[config.mk]
export PLATFORM = sky130hd
export DESIGN_NAME = ipv4_acl_entry_matcher
export DESIGN_NICKNAME = d
export VERILOG_FILES = /design/src/hdl/acl_match_pkg.sv /design/src/hdl/ip_addr_filter.sv /design/src/hdl/ipv4_acl_entry_matcher.sv
export SDC_FILE = /design/constraint.sdc
export NUM_CORES = 1
export LEC_CHECK = 0
export BUFFER_PORTS_ARGS = -buffer_cell sky130_fd_sc_hd__buf_2
export CAP_MARGIN = 15
export CORE_MARGIN = 2
export CORE_UTILIZATION = 35
export DETAILED_ROUTE_END_ITERATION = 8
export SLEW_MARGIN = 10
export SYNTH_ARGS = -nofsm -noshare
export SYNTH_HDL_FRONTEND = slang
export SYNTH_SLANG_ARGS = --single-unit
[constraint.sdc]
create_clock -name aclk -period 2.19 [get_ports aclk]
set_clock_uncertainty 0.1 [all_clocks]
set_input_delay 0.3285 -clock aclk [delete_from_list [all_inputs] [get_ports aclk]]
set_output_delay 0.3285 -clock aclk [all_outputs]
set_load 0.05 [all_outputs]
[src/hdl/acl_match_pkg.sv]
// Purpose: Shared types and constants for the IPv4 access rule entry matcher
// Assumes: 32-bit AXI4-Lite register access, one switch core clock
// Notes:   Control word layout is carried by ctrl_t
package acl_match_pkg;

  localparam int          AXI_ADDR_W   = 8;
  localparam int          DATA_W       = 32;

  // Register byte offsets
  localparam logic [7:0]  OFS_CTRL     = 8'h00;
  localparam logic [7:0]  OFS_SRC_ADDR = 8'h04;
  localparam logic [7:0]  OFS_SRC_MASK = 8'h08;
  localparam logic [7:0]  OFS_DST_ADDR = 8'h0c;
  localparam logic [7:0]  OFS_DST_MASK = 8'h10;
  localparam logic [7:0]  OFS_HIT_CNT  = 8'h14;

  // Reset values and control register write mask
  localparam logic [31:0] CTRL_RST     = 32'h0000_0000;
  localparam logic [31:0] ADDR_RST     = 32'h0000_0000;
  localparam logic [31:0] MASK_RST     = 32'hffff_ffff;
  localparam logic [31:0] CTRL_WMASK   = 32'h93ff_ff07;

  localparam logic [7:0]  PROTO_ICMP   = 8'h01;
  localparam logic [7:0]  PROTO_TCP    = 8'h06;
  localparam logic [7:0]  PROTO_UDP    = 8'h11;

  localparam logic [1:0]  RESP_OKAY    = 2'h0;
  localparam logic [1:0]  RESP_SLVERR  = 2'h2;

  typedef enum logic [2:0] {
    PSEL_ANY  = 3'h0,
    PSEL_SPEC = 3'h1,
    PSEL_ICMP = 3'h2,
    PSEL_UDP  = 3'h3,
    PSEL_TCP  = 3'h4
  } proto_sel_t;

  // For TTL: NO means zero, YES means non-zero
  typedef enum logic [1:0] {
    COND_ANY = 2'h0,
    COND_NO  = 2'h1,
    COND_YES = 2'h2
  } cond_t;

  typedef enum logic [1:0] {
    AM_ANY  = 2'h0,
    AM_HOST = 2'h1,
    AM_NET  = 2'h2
  } addr_mode_t;

  typedef struct packed {
    logic       enable;
    logic [1:0] rsv_a;
    logic       deny;
    logic [1:0] rsv_b;
    addr_mode_t dst_mode;
    addr_mode_t src_mode;
    cond_t      opt_cond;
    cond_t      frag_cond;
    cond_t      ttl_cond;
    logic [7:0] proto_val;
    logic [4:0] rsv_c;
    proto_sel_t proto_sel;
  } ctrl_t;

  typedef struct packed {
    logic        valid;
    logic        is_ipv4;
    logic [7:0]  proto;
    logic [7:0]  ttl;
    logic        more_frag;
    logic [12:0] frag_off;
    logic        has_opts;
    logic [31:0] src_ip;
    logic [31:0] dst_ip;
  } hdr_t;

  typedef struct packed {
    logic valid;
    logic hit;
    logic drop;
  } result_t;

endpackage

[src/hdl/ip_addr_filter.sv]
// Purpose: One IPv4 address filter of an access rule entry
// Assumes: Purely combinational, evaluated inside the matcher's register stage
// Notes:   Undefined mode codes never hit, so a bad setting cannot open the entry
`timescale 1ns/100ps
module ip_addr_filter
  import acl_match_pkg::*;
(
  input  acl_match_pkg::addr_mode_t mode,
  input  wire logic [31:0]          cfg_addr,
  input  wire logic [31:0]          cfg_mask,
  input  wire logic [31:0]          frame_addr,
  output logic                      hit
);
  import acl_match_pkg::*;

  always_comb
  begin
    case (mode)
      AM_ANY:  hit = 1'b1;
      AM_HOST: hit = (frame_addr == cfg_addr);
      AM_NET:  hit = ((frame_addr & cfg_mask) == (cfg_addr & cfg_mask));
      default: hit = 1'b0;
    endcase
  end

endmodule

[src/hdl/ipv4_acl_entry_matcher.sv]
// Purpose: Match logic of one IPv4 access rule entry with an AXI4-Lite register slave
// Assumes: Parsed header fields arrive from logic on aclk; ce low freezes every flip-flop
// Notes:   Result registered one cycle after the header; hit counter cleared by a write to OFS_HIT_CNT
`timescale 1ns/100ps
module ipv4_acl_entry_matcher
  import acl_match_pkg::*;
#(
  parameter int CNT_W = 32
)
(
  input  wire logic                   aclk,
  input  wire logic                   aresetn,
  input  wire logic                   ce,
  input  wire logic [AXI_ADDR_W-1:0]  s_awaddr,
  input  wire logic                   s_awvalid,
  output logic                        s_awready,
  input  wire logic [31:0]            s_wdata,
  input  wire logic [3:0]             s_wstrb,
  input  wire logic                   s_wvalid,
  output logic                        s_wready,
  output logic [1:0]                  s_bresp,
  output logic                        s_bvalid,
  input  wire logic                   s_bready,
  input  wire logic [AXI_ADDR_W-1:0]  s_araddr,
  input  wire logic                   s_arvalid,
  output logic                        s_arready,
  output logic [31:0]                 s_rdata,
  output logic [1:0]                  s_rresp,
  output logic                        s_rvalid,
  input  wire logic                   s_rready,
  input  acl_match_pkg::hdr_t         hdr,
  output acl_match_pkg::result_t      result
);
  import acl_match_pkg::*;

  if (CNT_W < 1 || CNT_W > DATA_W)
  begin : g_cnt_check
    $error("CNT_W must lie between 1 and 32");
  end

  function automatic logic [31:0] merge(input logic [31:0] old_v, input logic [31:0] new_v,
                                        input logic [3:0] strb);
    logic [31:0] r;
    r = old_v;
    for (int b = 0; b < 4; b++)
    begin
      if (strb[b])
        r[b*8 +: 8] = new_v[b*8 +: 8];
    end
    return r;
  endfunction

  ctrl_t                   ctrl_q;
  logic [31:0]             src_addr_q;
  logic [31:0]             src_mask_q;
  logic [31:0]             dst_addr_q;
  logic [31:0]             dst_mask_q;
  logic [CNT_W-1:0]        hit_cnt_q;
  logic [AXI_ADDR_W-1:0]   awaddr_q;
  logic                    aw_have_q;
  logic [31:0]             wdata_q;
  logic [3:0]              wstrb_q;
  logic                    w_have_q;
  logic                    bvalid_q;
  logic [1:0]              bresp_q;
  logic                    rvalid_q;
  logic [1:0]              rresp_q;
  logic [31:0]             rdata_q;
  logic [31:0]             rdata_d;
  logic                    rd_ok;
  logic                    wr_fire;
  logic                    wr_ok;
  logic                    proto_hit;
  logic                    ttl_hit;
  logic                    frag_hit;
  logic                    opt_hit;
  logic                    src_hit;
  logic                    dst_hit;
  logic                    fragmented;
  logic                    entry_hit;
  result_t                 result_q;

  // Write channel: address and data are caught separately, in either order
  assign s_awready = ce && !aw_have_q && !bvalid_q;
  assign s_wready  = ce && !w_have_q && !bvalid_q;
  assign wr_fire   = ce && aw_have_q && w_have_q && !bvalid_q;
  assign wr_ok     = (awaddr_q == OFS_CTRL) || (awaddr_q == OFS_SRC_ADDR) ||
                     (awaddr_q == OFS_SRC_MASK) || (awaddr_q == OFS_DST_ADDR) ||
                     (awaddr_q == OFS_DST_MASK) || (awaddr_q == OFS_HIT_CNT);
  assign s_bvalid  = bvalid_q;
  assign s_bresp   = bresp_q;

  always_ff @(posedge aclk)
  begin
    if (!aresetn)
    begin
      aw_have_q <= 1'b0;
      awaddr_q  <= '0;
    end
    else if (ce)
    begin
      if (s_awvalid && s_awready)
      begin
        aw_have_q <= 1'b1;
        awaddr_q  <= {s_awaddr[AXI_ADDR_W-1:2], 2'b00};
      end
      else if (wr_fire)
        aw_have_q <= 1'b0;
    end
  end

  always_ff @(posedge aclk)
  begin
    if (!aresetn)
    begin
      w_have_q <= 1'b0;
      wdata_q  <= '0;
      wstrb_q  <= '0;
    end
    else if (ce)
    begin
      if (s_wvalid && s_wready)
      begin
        w_have_q <= 1'b1;
        wdata_q  <= s_wdata;
        wstrb_q  <= s_wstrb;
      end
      else if (wr_fire)
        w_have_q <= 1'b0;
    end
  end

  always_ff @(posedge aclk)
  begin
    if (!aresetn)
    begin
      bvalid_q <= 1'b0;
      bresp_q  <= RESP_OKAY;
    end
    else if (ce)
    begin
      if (wr_fire)
      begin
        bvalid_q <= 1'b1;
        bresp_q  <= wr_ok ? RESP_OKAY : RESP_SLVERR;
      end
      else if (s_bready)
        bvalid_q <= 1'b0;
    end
  end

  // Configuration store; reserved control bits are never kept
  always_ff @(posedge aclk)
  begin
    if (!aresetn)
    begin
      ctrl_q     <= ctrl_t'(CTRL_RST);
      src_addr_q <= ADDR_RST;
      src_mask_q <= MASK_RST;
      dst_addr_q <= ADDR_RST;
      dst_mask_q <= MASK_RST;
    end
    else if (wr_fire)
    begin
      case (awaddr_q)
        OFS_CTRL:     ctrl_q     <= ctrl_t'(merge(ctrl_q, wdata_q, wstrb_q) & CTRL_WMASK);
        OFS_SRC_ADDR: src_addr_q <= merge(src_addr_q, wdata_q, wstrb_q);
        OFS_SRC_MASK: src_mask_q <= merge(src_mask_q, wdata_q, wstrb_q);
        OFS_DST_ADDR: dst_addr_q <= merge(dst_addr_q, wdata_q, wstrb_q);
        OFS_DST_MASK: dst_mask_q <= merge(dst_mask_q, wdata_q, wstrb_q);
        default:      ;
      endcase
    end
  end

  // Read channel: one outstanding read, data registered
  assign s_arready = ce && !rvalid_q;
  assign s_rvalid  = rvalid_q;
  assign s_rdata   = rdata_q;
  assign s_rresp   = rresp_q;

  always_comb
  begin
    rd_ok   = 1'b1;
    rdata_d = '0;
    case ({s_araddr[AXI_ADDR_W-1:2], 2'b00})
      OFS_CTRL:     rdata_d = 32'(ctrl_q);
      OFS_SRC_ADDR: rdata_d = src_addr_q;
      OFS_SRC_MASK: rdata_d = src_mask_q;
      OFS_DST_ADDR: rdata_d = dst_addr_q;
      OFS_DST_MASK: rdata_d = dst_mask_q;
      OFS_HIT_CNT:  rdata_d = 32'(hit_cnt_q);
      default:      rd_ok   = 1'b0;
    endcase
  end

  always_ff @(posedge aclk)
  begin
    if (!aresetn)
    begin
      rvalid_q <= 1'b0;
      rdata_q  <= '0;
      rresp_q  <= RESP_OKAY;
    end
    else if (ce)
    begin
      if (s_arvalid && s_arready)
      begin
        rvalid_q <= 1'b1;
        rdata_q  <= rdata_d;
        rresp_q  <= rd_ok ? RESP_OKAY : RESP_SLVERR;
      end
      else if (s_rready)
        rvalid_q <= 1'b0;
    end
  end

  // Match conditions
  always_comb
  begin
    case (ctrl_q.proto_sel)
      PSEL_ANY:  proto_hit = 1'b1;
      PSEL_SPEC: proto_hit = (hdr.proto == ctrl_q.proto_val);
      PSEL_ICMP: proto_hit = (hdr.proto == PROTO_ICMP);
      PSEL_UDP:  proto_hit = (hdr.proto == PROTO_UDP);
      PSEL_TCP:  proto_hit = (hdr.proto == PROTO_TCP);
      default:   proto_hit = 1'b0;
    endcase
  end

  always_comb
  begin
    case (ctrl_q.ttl_cond)
      COND_ANY: ttl_hit = 1'b1;
      COND_NO:  ttl_hit = (hdr.ttl == 8'h00);
      COND_YES: ttl_hit = (hdr.ttl != 8'h00);
      default:  ttl_hit = 1'b0;
    endcase
  end

  assign fragmented = hdr.more_frag || (hdr.frag_off != 13'h0000);

  always_comb
  begin
    case (ctrl_q.frag_cond)
      COND_ANY: frag_hit = 1'b1;
      COND_NO:  frag_hit = !fragmented;
      COND_YES: frag_hit = fragmented;
      default:  frag_hit = 1'b0;
    endcase
  end

  always_comb
  begin
    case (ctrl_q.opt_cond)
      COND_ANY: opt_hit = 1'b1;
      COND_NO:  opt_hit = !hdr.has_opts;
      COND_YES: opt_hit = hdr.has_opts;
      default:  opt_hit = 1'b0;
    endcase
  end

  ip_addr_filter u_src_filter (
    .mode       (ctrl_q.src_mode),
    .cfg_addr   (src_addr_q),
    .cfg_mask   (src_mask_q),
    .frame_addr (hdr.src_ip),
    .hit        (src_hit)
  );

  ip_addr_filter u_dst_filter (
    .mode       (ctrl_q.dst_mode),
    .cfg_addr   (dst_addr_q),
    .cfg_mask   (dst_mask_q),
    .frame_addr (hdr.dst_ip),
    .hit        (dst_hit)
  );

  assign entry_hit = ctrl_q.enable && hdr.is_ipv4 &&
                     proto_hit && ttl_hit && frag_hit && opt_hit &&
                     src_hit && dst_hit;

  // One register stage between header and verdict
  always_ff @(posedge aclk)
  begin
    if (!aresetn)
      result_q <= '0;
    else if (ce)
    begin
      result_q.valid <= hdr.valid;
      result_q.hit   <= hdr.valid && entry_hit;
      result_q.drop  <= hdr.valid && entry_hit && ctrl_q.deny;
    end
  end

  assign result = result_q;

  // Hit counter; a hit in the clearing cycle still counts
  always_ff @(posedge aclk)
  begin
    if (!aresetn)
      hit_cnt_q <= '0;
    else if (ce)
    begin
      if (wr_fire && awaddr_q == OFS_HIT_CNT)
        hit_cnt_q <= CNT_W'(result_q.valid && result_q.hit);
      else if (result_q.valid && result_q.hit)
        hit_cnt_q <= hit_cnt_q + 1'b1;
    end
  end

  AST_LATENCY: assert property (@(posedge aclk) disable iff (!aresetn)
    ce && hdr.valid |=> result.valid)
    else $error("Result not valid one clock after header");

  AST_NOT_IPV4: assert property (@(posedge aclk) disable iff (!aresetn)
    ce && hdr.valid && !hdr.is_ipv4 |=> !result.hit)
    else $error("Non-IPv4 frame matched");

  AST_PROTO_SPEC: assert property (@(posedge aclk) disable iff (!aresetn)
    ce && hdr.valid && ctrl_q.proto_sel == PSEL_SPEC && hdr.proto != ctrl_q.proto_val |=> !result.hit)
    else $error("Protocol value mismatch matched");

  AST_PROTO_NAMED: assert property (@(posedge aclk) disable iff (!aresetn)
    ce && hdr.valid && ((ctrl_q.proto_sel == PSEL_ICMP && hdr.proto != PROTO_ICMP) ||
    (ctrl_q.proto_sel == PSEL_UDP && hdr.proto != PROTO_UDP) ||
    (ctrl_q.proto_sel == PSEL_TCP && hdr.proto != PROTO_TCP)) |=> !result.hit)
    else $error("Wrong named protocol matched");

  AST_TTL: assert property (@(posedge aclk) disable iff (!aresetn)
    ce && hdr.valid && ((ctrl_q.ttl_cond == COND_NO && hdr.ttl != 8'h00) ||
    (ctrl_q.ttl_cond == COND_YES && hdr.ttl == 8'h00)) |=> !result.hit)
    else $error("TTL condition violated");

  AST_FRAG: assert property (@(posedge aclk) disable iff (!aresetn)
    ce && hdr.valid && ((ctrl_q.frag_cond == COND_NO && fragmented) ||
    (ctrl_q.frag_cond == COND_YES && !hdr.more_frag && hdr.frag_off == 13'h0000)) |=> !result.hit)
    else $error("Fragment condition violated");

  AST_OPT: assert property (@(posedge aclk) disable iff (!aresetn)
    ce && hdr.valid && ((ctrl_q.opt_cond == COND_NO && hdr.has_opts) ||
    (ctrl_q.opt_cond == COND_YES && !hdr.has_opts)) |=> !result.hit)
    else $error("Options condition violated");

  AST_SRC_ADDR: assert property (@(posedge aclk) disable iff (!aresetn)
    ((ctrl_q.src_mode == AM_HOST && hdr.src_ip != src_addr_q) ||
    (ctrl_q.src_mode == AM_NET && ((hdr.src_ip ^ src_addr_q) & src_mask_q) != 32'h0000_0000)) |-> !src_hit)
    else $error("Source address filter passed a mismatch");

  AST_DST_ADDR: assert property (@(posedge aclk) disable iff (!aresetn)
    ((ctrl_q.dst_mode == AM_HOST && hdr.dst_ip != dst_addr_q) ||
    (ctrl_q.dst_mode == AM_NET && ((hdr.dst_ip ^ dst_addr_q) & dst_mask_q) != 32'h0000_0000)) |-> !dst_hit)
    else $error("Destination address filter passed a mismatch");

  AST_ALL_ANY: assert property (@(posedge aclk) disable iff (!aresetn)
    ce && hdr.valid && hdr.is_ipv4 && 32'(ctrl_q) == 32'h8000_0000 |=> result.hit)
    else $error("Fully open IPv4 entry did not match");

  AST_DROP: assert property (@(posedge aclk) disable iff (!aresetn)
    ce && hdr.valid |=> result.drop == (result.hit && $past(ctrl_q.deny)))
    else $error("Drop does not follow hit and action");

  COV_DENY_HIT:  cover property (@(posedge aclk) disable iff (!aresetn) result.valid && result.drop);
  COV_PERMIT:    cover property (@(posedge aclk) disable iff (!aresetn) result.valid && result.hit && !result.drop);
  COV_NET_MATCH: cover property (@(posedge aclk) disable iff (!aresetn)
    ce && hdr.valid && ctrl_q.src_mode == AM_NET && ctrl_q.dst_mode == AM_NET ##1 result.hit);

endmodule

==> impl_metrics.sql, run 1 <==
INSERT INTO impl_metrics (metric_group, metric, value, unit) VALUES
('placement', 'half_perimeter_wire_length_after_detailed_placement', '36000', 'um'),
('drt', 'route.final.wire_length', '46600', 'um'),
('grt', 'grt_util_all_layers', '23.7', '%'),
('power_and_ir_drop', 'vdd_drop_max', '0.630', 'mV'),
('logic_synthesis', 'synth.yosys.seq_area_share', '41.3', '%'),
('logic_synthesis', 'synth_edf_count', '0', ''),
('floorplanning', 'dieHeight', '196', 'um'),
('timing', 'post-route-period-util', '103', '%'),
('timing', 'period_minus_slack', '2250', 'ps'),
('final_layout', 'drive_above_1_share', '21.1', '%'),
('status', 'violated_checks', 'setup timing', ''),
('flow_run', 'cap_viol_max_count', '0', ''),
('logic_synthesis', 'synth_cells', '1528', ''),
('clock_tree', 'worst_setup_hold_path_clk_slew', '60', 'ps'),
('critical_path', 'worst_reg2reg_endpoint', 'hit_cnt_q[31]', ''),
('critical_path', 'critical_path_peak_fanout', '6', ''),
('logic_synthesis', 'synth.top_cell.area_share', '41.3', '%'),
('logic_synthesis', 'synthesis.area_per_instance', '8.43', 'sq um'),
('timing', 'postLayoutSetupSlackWorst', '-64.4', 'ps'),
('critical_path', 'timing_worst_setup_path_type', 'flop to flop', ''),
('final_layout', 'fillCellCount', '3665', ''),
('logic_synthesis', 'synth.most_common_cell', 'sky130_fd_sc_hd__dfxtp_1', ''),
('logic_synthesis', 'synth_flop_cell', 'sky130_fd_sc_hd__dfxtp_1', ''),
('critical_path', 'worstSetupStartpointType', 'flop', ''),
('logic_synthesis', 'yosys_register_bits', '266', ''),
('final_layout', 'finish.utilization', '45.2', '%'),
('final_layout', 'syn2layout_area_growth', '27.8', '%'),
('logic_synthesis', 'synth.cells.most_frequent', 'sky130_fd_sc_hd__dfxtp_1 (266), sky130_fd_sc_hd__nand2_1 (220), sky130_fd_sc_hd__nand3_1 (114)', ''),
('drt', 'via_per_inst', '5.29', ''),
('floorplanning', 'dieArea', '38400', 'sq um'),
('timing', 'report.final.slew_viol_count', '0', ''),
('clock_tree', 'insertion_delay', '570', 'ps'),
('grt', 'first_global_vias', '11700', ''),
('drt', 'routedWlPerCell', '20.4', 'um'),
('critical_path', 'rr_worst_depth', '8', ''),
('timing', 'grt_setup_unrepaired', 'true', ''),
('status', 'status', 'finished, violations left', ''),
('critical_path', 'worstPathRequired', '2590', 'ps'),
('logic_synthesis', 'post_synth_num_cell_types', '52', ''),
('floorplanning', 'dieWidth', '196', 'um'),
('hold_path', 'holdCritStartpoint', 's_awaddr[3]', ''),
('drt', 'detail_route.iter0.violations', '899', ''),
('floorplanning', 'starting_density_of_the_core', '35.4', '%'),
('timing', 'hold_violations', '0', ''),
('timing', 'finalSetupViolations', '3', ''),
('grt', 'globalRoute.totalOverflow', '0', ''),
('power_and_ir_drop', 'power.density_cell_area', '654', 'nW/um^2'),
('clock_tree', 'cts_buffers', '29', ''),
('placement', 'finalWeightedCongestion', '0.924', ''),
('clock_tree', 'clkSinkCount', '266', ''),
('final_layout', 'design.final.nets', '1960', ''),
('hold_path', 'worstHoldPathCells', '3', ''),
('drt', 'routed-via-count', '12100', ''),
('critical_path', 'timing.critical_path.to_type', 'flop', ''),
('grt', 'grt_pass1_wl', '69700', 'um'),
('drt', 'first_pass_iters', '5', ''),
('critical_path', 'worstPathArrival', '2660', 'ps'),
('final_layout', 'diodes', '0', ''),
('timing', 'worst-slew-pin-transition', '555', 'ps'),
('logic_synthesis', 'ys.warnings.count', '0', ''),
('power_and_ir_drop', 'finalPower', '10.8', 'mW'),
('clock_tree', 'cts-htree-levels', '1', ''),
('clock_tree', 'tritoncts', 'yes', ''),
('drt', 'drcViolationCount', '0', ''),
('timing', 'timing.slew.headroom', '63.0', '%'),
('logic_synthesis', 'synth.largest_area_cell', 'sky130_fd_sc_hd__dfxtp_1', ''),
('clock_tree', 'clock_path_buffers', '3', ''),
('logic_synthesis', 'syn_area', '12900', 'sq um'),
('grt', 'antenna_found_initial', '0', ''),
('grt', 'grt_max_degree', '119', ''),
('clock_tree', 'cts_root_buf', 'sky130_fd_sc_hd__clkbuf_16', '');
-- report_power, final --
part           switching [mW]  total (mW)  internal (mW)
sequential              0.101        5.01           4.91
clock                    1.98        4.63           2.65
combinational           0.662        1.13          0.466
total                    2.74        10.8           8.02
-- placed cells by master (no fill, tap or decap), types with 8 or more instances in the layout --
| cell type | n |
|---|---|
| sky130_fd_sc_hd__nor2b_1 | 76 |
| sky130_fd_sc_hd__nand2_2 | 8 |
| sky130_fd_sc_hd__clkbuf_1 | 8 |
| sky130_fd_sc_hd__o211ai_1 | 56 |
| sky130_fd_sc_hd__inv_1 | 38 |
| sky130_fd_sc_hd__buf_2 | 193 |
| sky130_fd_sc_hd__a21oi_1 | 79 |
| sky130_fd_sc_hd__mux2i_1 | 107 |
| sky130_fd_sc_hd__buf_4 | 88 |
| sky130_fd_sc_hd__a22oi_1 | 18 |
| sky130_fd_sc_hd__o22ai_1 | 15 |
| sky130_fd_sc_hd__nor2_1 | 98 |
| sky130_fd_sc_hd__a21boi_0 | 76 |
| sky130_fd_sc_hd__dlygate4sd3_1 | 42 |
| sky130_fd_sc_hd__or3_1 | 8 |
| sky130_fd_sc_hd__dfxtp_1 | 263 |
| sky130_fd_sc_hd__o21ai_0 | 13 |
| sky130_fd_sc_hd__nor2_2 | 8 |
| sky130_fd_sc_hd__nor4_1 | 15 |
| sky130_fd_sc_hd__nand4_1 | 23 |
| sky130_fd_sc_hd__and2_1 | 8 |
| sky130_fd_sc_hd__o211a_1 | 24 |
| sky130_fd_sc_hd__clkbuf_16 | 29 |
| sky130_fd_sc_hd__buf_12 | 13 |
| sky130_fd_sc_hd__nand3_1 | 114 |
| sky130_fd_sc_hd__xor2_1 | 44 |
| sky130_fd_sc_hd__xnor2_1 | 48 |
| sky130_fd_sc_hd__nand2_1 | 212 |
-- per-stage QoR --
stage	TNS, ps	setup WS, ps	std cells	hold slack (ps)	instance area (sq um)
after floorplan	-245	-77.6	1529	352	12900
after global placement	-789	-163	2196	367	15000
after detailed placement	-1020	-188	2196	380	15000
after CTS	-72.4	-31.7	2288	0.0934	16400
after global routing	-486	-132	2288	24.2	16500
final	-161	-64.4	2288	15.7	16500
-- layer usage --
metal	GRT usage [%]	vias to the layer above	wire (um)
met4	8.00	0	1630
met2	37.1	475	20500
met3	3.85	86	3280
li1	-	5881	-
met1	33.2	5653	21200
met5	0	-	0
-- how the worst max path moves through the flow --
stage | from | to
finish | s_bvalid | hit_cnt_q[31]
global route | s_bvalid | hit_cnt_q[31]
CTS | s_bvalid | hit_cnt_q[29]
detailed placement | ce | hit_cnt_q[29]
global placement | ce | hit_cnt_q[31]
floorplan | s_bvalid | hit_cnt_q[29]
-- worst max-delay path, stage by stage (launching register included) --
cell                       delay [ps]
sky130_fd_sc_hd__dfxtp_4          340
sky130_fd_sc_hd__and4b_4          330
sky130_fd_sc_hd__a41o_1           170
sky130_fd_sc_hd__buf_6            130
sky130_fd_sc_hd__and4bb_4         270
sky130_fd_sc_hd__nand2b_4          60
sky130_fd_sc_hd__or3_4            360
sky130_fd_sc_hd__or3_1            340
sky130_fd_sc_hd__a21oi_2          130
-- state kept, by name (all words and copies together) (netlist names), 3 cells and up --
register and flops:
dst_addr_q 32, dst_mask_q 32, hit_cnt_q 32, s_rdata 32
src_addr_q 32, src_mask_q 32, wdata_q 32, ctrl_q 23
awaddr_q 6, wstrb_q 4, result 3
-- area by class of cell --
class | count | area, sq um | share of cell area [%]
repair buffers | 338 | 2330 | 14.2
clock buffers | 44 | 852 | 5.18
well taps | 468 | 586 | 3.56
inverters | 38 | 143 | 0.867
clock inverters | 5 | 28.8 | 0.175
flip-flops and latches | 266 | 5340 | 32.4
multi-input cells | 1129 | 7180 | 43.6
-- cells by family (layout without fill, tap and decap cells) --
| logic type | count (synthesis) | in the layout | share of synthesized area [%] |
|---|---|---|---|
| simple gates | 610 | 610 | 22.6 |
| compound gates | 308 | 308 | 16.6 |
| flops | 266 | 266 | 41.3 |
| buf+inv | 134 | 425 | 4.03 |
| mux | 113 | 113 | 8.84 |
| xor+xnor | 95 | 95 | 6.46 |
| fa+ha+maj | 1 | 1 | 0.0971 |
| other cells | 1 | 2 | 0.0291 |
-- repair_timing --
item / 4_1_cts / 5_1_grt
gates resized for setup: 3 / 21
endpoints found under the hold margin: 42 / 0
endpoints found under the setup margin: 7 / 69
setup buffers: 1 / 0
hold buffers: 42 / 0
Note: power is estimated with default switching activity, not from simulation.
==> inputs of run 2 (changes only) <==
- RECOVER_POWER: unset -> 25
- SETUP_SLACK_MARGIN: unset -> 0.5
==> impl_metrics.sql, run 2 (same netlist as run 1, synthesis figures left out) <==
INSERT INTO impl_metrics (metric_group, metric, value, unit) VALUES
('critical_path', 'worstPathArrival', '2720', 'ps'),
('critical_path', 'reg2reg_slack', '-140', 'ps'),
('status', 'violated_checks', 'setup timing', ''),
('clock_tree', 'worst_setup_hold_path_clk_slew', '60', 'ps'),
('floorplanning', 'fp.coreArea', '36400', 'sq um'),
('drt', 'drcViolationCount', '0', ''),
('drt', 'route.final.wire_length', '49500', 'um'),
('critical_path', 'timing.critical_path.to_type', 'flop', ''),
('final_layout', 'diodes', '0', ''),
('drt', 'detail_route.iter0.violations', '910', ''),
('hold_path', 'worstHoldPathCells', '3', ''),
('hold_path', 'holdCritStartpoint', 's_arvalid', ''),
('hold_path', 'hold-path-endpoint', 's_rresp[1]', ''),
('timing', 'fin_worst_hold_slack', '147', 'ps'),
('critical_path', 'rr_worst_depth', '8', ''),
('grt', 'grt_max_degree', '165', ''),
('grt', 'first_global_vias', '12200', ''),
('critical_path', 'timing_worst_setup_path_type', 'flop to flop', ''),
('critical_path', 'crit_path_cell_trace', 'and4b_4, a41o_4, buf_6, and4bb_4, nand2b_4, or3_4, or3_4, a21oi_2', ''),
('final_layout', 'syn2layout_area_growth', '43.0', '%'),
('critical_path', 'crit_family', 'simple AND/OR/NAND/NOR gates', ''),
('drt', 'first_pass_iters', '5', ''),
('grt', 'grt_pass1_wl', '73700', 'um'),
('placement', 'postPlaceCellArea', '15200', 'sq um'),
('critical_path', 'timing.critical_path.from', 's_bvalid', ''),
('placement', 'finalWeightedCongestion', '0.989', ''),
('clock_tree', 'cts-htree-levels', '1', ''),
('power_and_ir_drop', 'leakagePower', '7.41', 'nW'),
('placement', 'half_perimeter_wire_length_after_detailed_placement', '36500', 'um'),
('final_layout', 'design.final.nets', '2003', ''),
('clock_tree', 'insertion_delay', '570', 'ps'),
('critical_path', 'critical_path_peak_fanout', '6', ''),
('critical_path', 'worstPathRequired', '2580', 'ps'),
('timing', 'worst-slew-pin-transition', '722', 'ps'),
('grt', 'gr-usage-met2', '39.7', '%'),
('drt', 'routedWlPerCell', '21.2', 'um'),
('floorplanning', 'pin_count', '201', ''),
('critical_path', 'worst_stage_delay_on_the_critical_path', '360', 'ps'),
('timing', 'fmax', '429', 'MHz'),
('final_layout', 'drive_above_1_share', '31.3', '%'),
('timing', 'post-route-period-util', '107', '%'),
('grt', 'grt_busiest_layer', 'met2', ''),
('flow_run', 'cap_viol_max_count', '0', ''),
('critical_path', 'critical_path.reg2reg.startpoint', 's_bvalid', ''),
('floorplanning', 'placementRows', '70', ''),
('placement', 'post-place-cells', '2194', ''),
('critical_path', 'worstSetupStartpointType', 'flop', ''),
('clock_tree', 'clock_path_buffers', '3', ''),
('floorplanning', 'dieWidth', '196', 'um'),
('floorplanning', 'dieHeight', '196', 'um'),
('final_layout', 'final_cell_mix', 'sky130_fd_sc_hd__dfxtp_1 (242), sky130_fd_sc_hd__nand2_1 (174), sky130_fd_sc_hd__buf_2 (150)', ''),
('critical_path', 'worst_path_max_delay_cell', 'sky130_fd_sc_hd__or3_4', ''),
('critical_path', 'worst_reg2reg_endpoint', 'hit_cnt_q[27]', ''),
('hold_path', 'hp-class', 'input pin to flop', ''),
('grt', 'grt_util_all_layers', '24.9', '%'),
('final_layout', 'fin_area', '18400', 'sq um'),
('clock_tree', 'cts_root_buf', 'sky130_fd_sc_hd__clkbuf_16', ''),
('power_and_ir_drop', 'vdd_drop_max', '0.696', 'mV'),
('clock_tree', 'clkSinkCount', '266', ''),
('timing', 'grt_setup_unrepaired', 'true', ''),
('floorplanning', 'starting_density_of_the_core', '35.4', '%'),
('clock_tree', 'cts_buffers', '31', ''),
('timing', 'final.setup.tns', '-670', 'ps'),
('critical_path', 'crit_top_cell', 'sky130_fd_sc_hd__or3_4', ''),
('power_and_ir_drop', 'power.density_cell_area', '651', 'nW/um^2'),
('placement', 'portBuffers', '194', ''),
('timing', 'timing.slew.headroom', '51.9', '%'),
('timing', 'hold_violations', '0', ''),
('timing', 'period_minus_slack', '2330', 'ps'),
('timing', 'report.final.slew_viol_count', '0', ''),
('final_layout', 'finish.utilization', '50.5', '%'),
('grt', 'antenna_found_initial', '0', ''),
('timing', 'finalSetupViolations', '8', ''),
('grt', 'grt_met3_usage', '2.72', '%'),
('critical_path', 'worst-path-buf-inv', '1', ''),
('grt', 'met1_usage', '35.4', '%'),
('final_layout', 'final-instance-count-excl-fill', '2338', ''),
('drt', 'ant_nets', '0', ''),
('grt', 'globalRoute.totalOverflow', '0', ''),
('drt', 'via_per_inst', '5.40', ''),
('drt', 'routed-via-count', '12600', ''),
('floorplanning', 'dieArea', '38400', 'sq um'),
('timing', 'postLayoutSetupSlackWorst', '-143', 'ps'),
('status', 'status', 'finished, violations left', ''),
('clock_tree', 'tritoncts', 'yes', ''),
('final_layout', 'layout_commonest_cell', 'sky130_fd_sc_hd__dfxtp_1', '');
run 2: cell types whose count changed in the layout (fill, tap and decap cells not counted), sizes merged:
| cell | change |
|---|---|
| clkbuf | +31 |
| clkinv | +9 |
| bufinv | +7 |
| buf | -5 |
| dlygate4sd3 | +5 |
| clkinvlp | +2 |
| bufbuf | +1 |
run 2: what timing repair did:
item	in CTS	in global routing
pin swaps	76	61
hold buffers	47	0
hold endpoints to repair	54	0
cloned	4	2
setup buffers	24	9
resized for setup	193	105
setup endpoints to repair	196	227
run 2: cell type report:
| class | count | area, sq um |
|---|---|---|
| Clock inverter | 23 | 299 |
| Sequential cell | 266 | 5370 |
| Fill cell | 3455 | 18000 |
| Clock buffer | 35 | 811 |
| Tap cell | 468 | 586 |
| Multi-Input combinational cell | 1129 | 8340 |
| Timing Repair Buffer | 379 | 2870 |
| Inverter | 38 | 143 |
run 2: how the worst max path moves through the flow:
stage / endpoint / slack (ps) / cells after the start
final: hit_cnt_q[27] / -140 / 8
after global routing: hit_cnt_q[31] / -190 / 8
after CTS: hit_cnt_q[27] / -110 / 8
after detailed placement: hit_cnt_q[31] / -320 / 9
after global placement: hit_cnt_q[27] / -300 / 9
after floorplan: hit_cnt_q[31] / -80 / 8
run 2: layer usage:
layer / part of all wire [%] / up-vias
met3: 6.2 / 98
met2: 45 / 488
met4: 3.6 / 0
met5: 0 / -
met1: 45 / 6055
li1: - / 5986
run 2: power by group:
part	total, mW	switching (mW)	internal, mW
Clock	5.63	2.16	3.47
Sequential	5.02	0.115	4.90
Combinational	1.34	0.752	0.586
run 2: stage by stage:
stage	total power, mW	setup slack, ps
finish	12.0	-143
global route	12.3	-189
CTS	12.0	-115
detailed placement	6.17	-315
global placement	6.17	-299
floorplan	5.71	-76.0
run 2: worst register-to-register path: cells and delay by family (launching register included):
family	cells	cell delay (ps)
and+or+nand+nor	5	1330
AOI/OAI and AO/OA	2	370
DFF	1	330
buffers and inverters	1	110
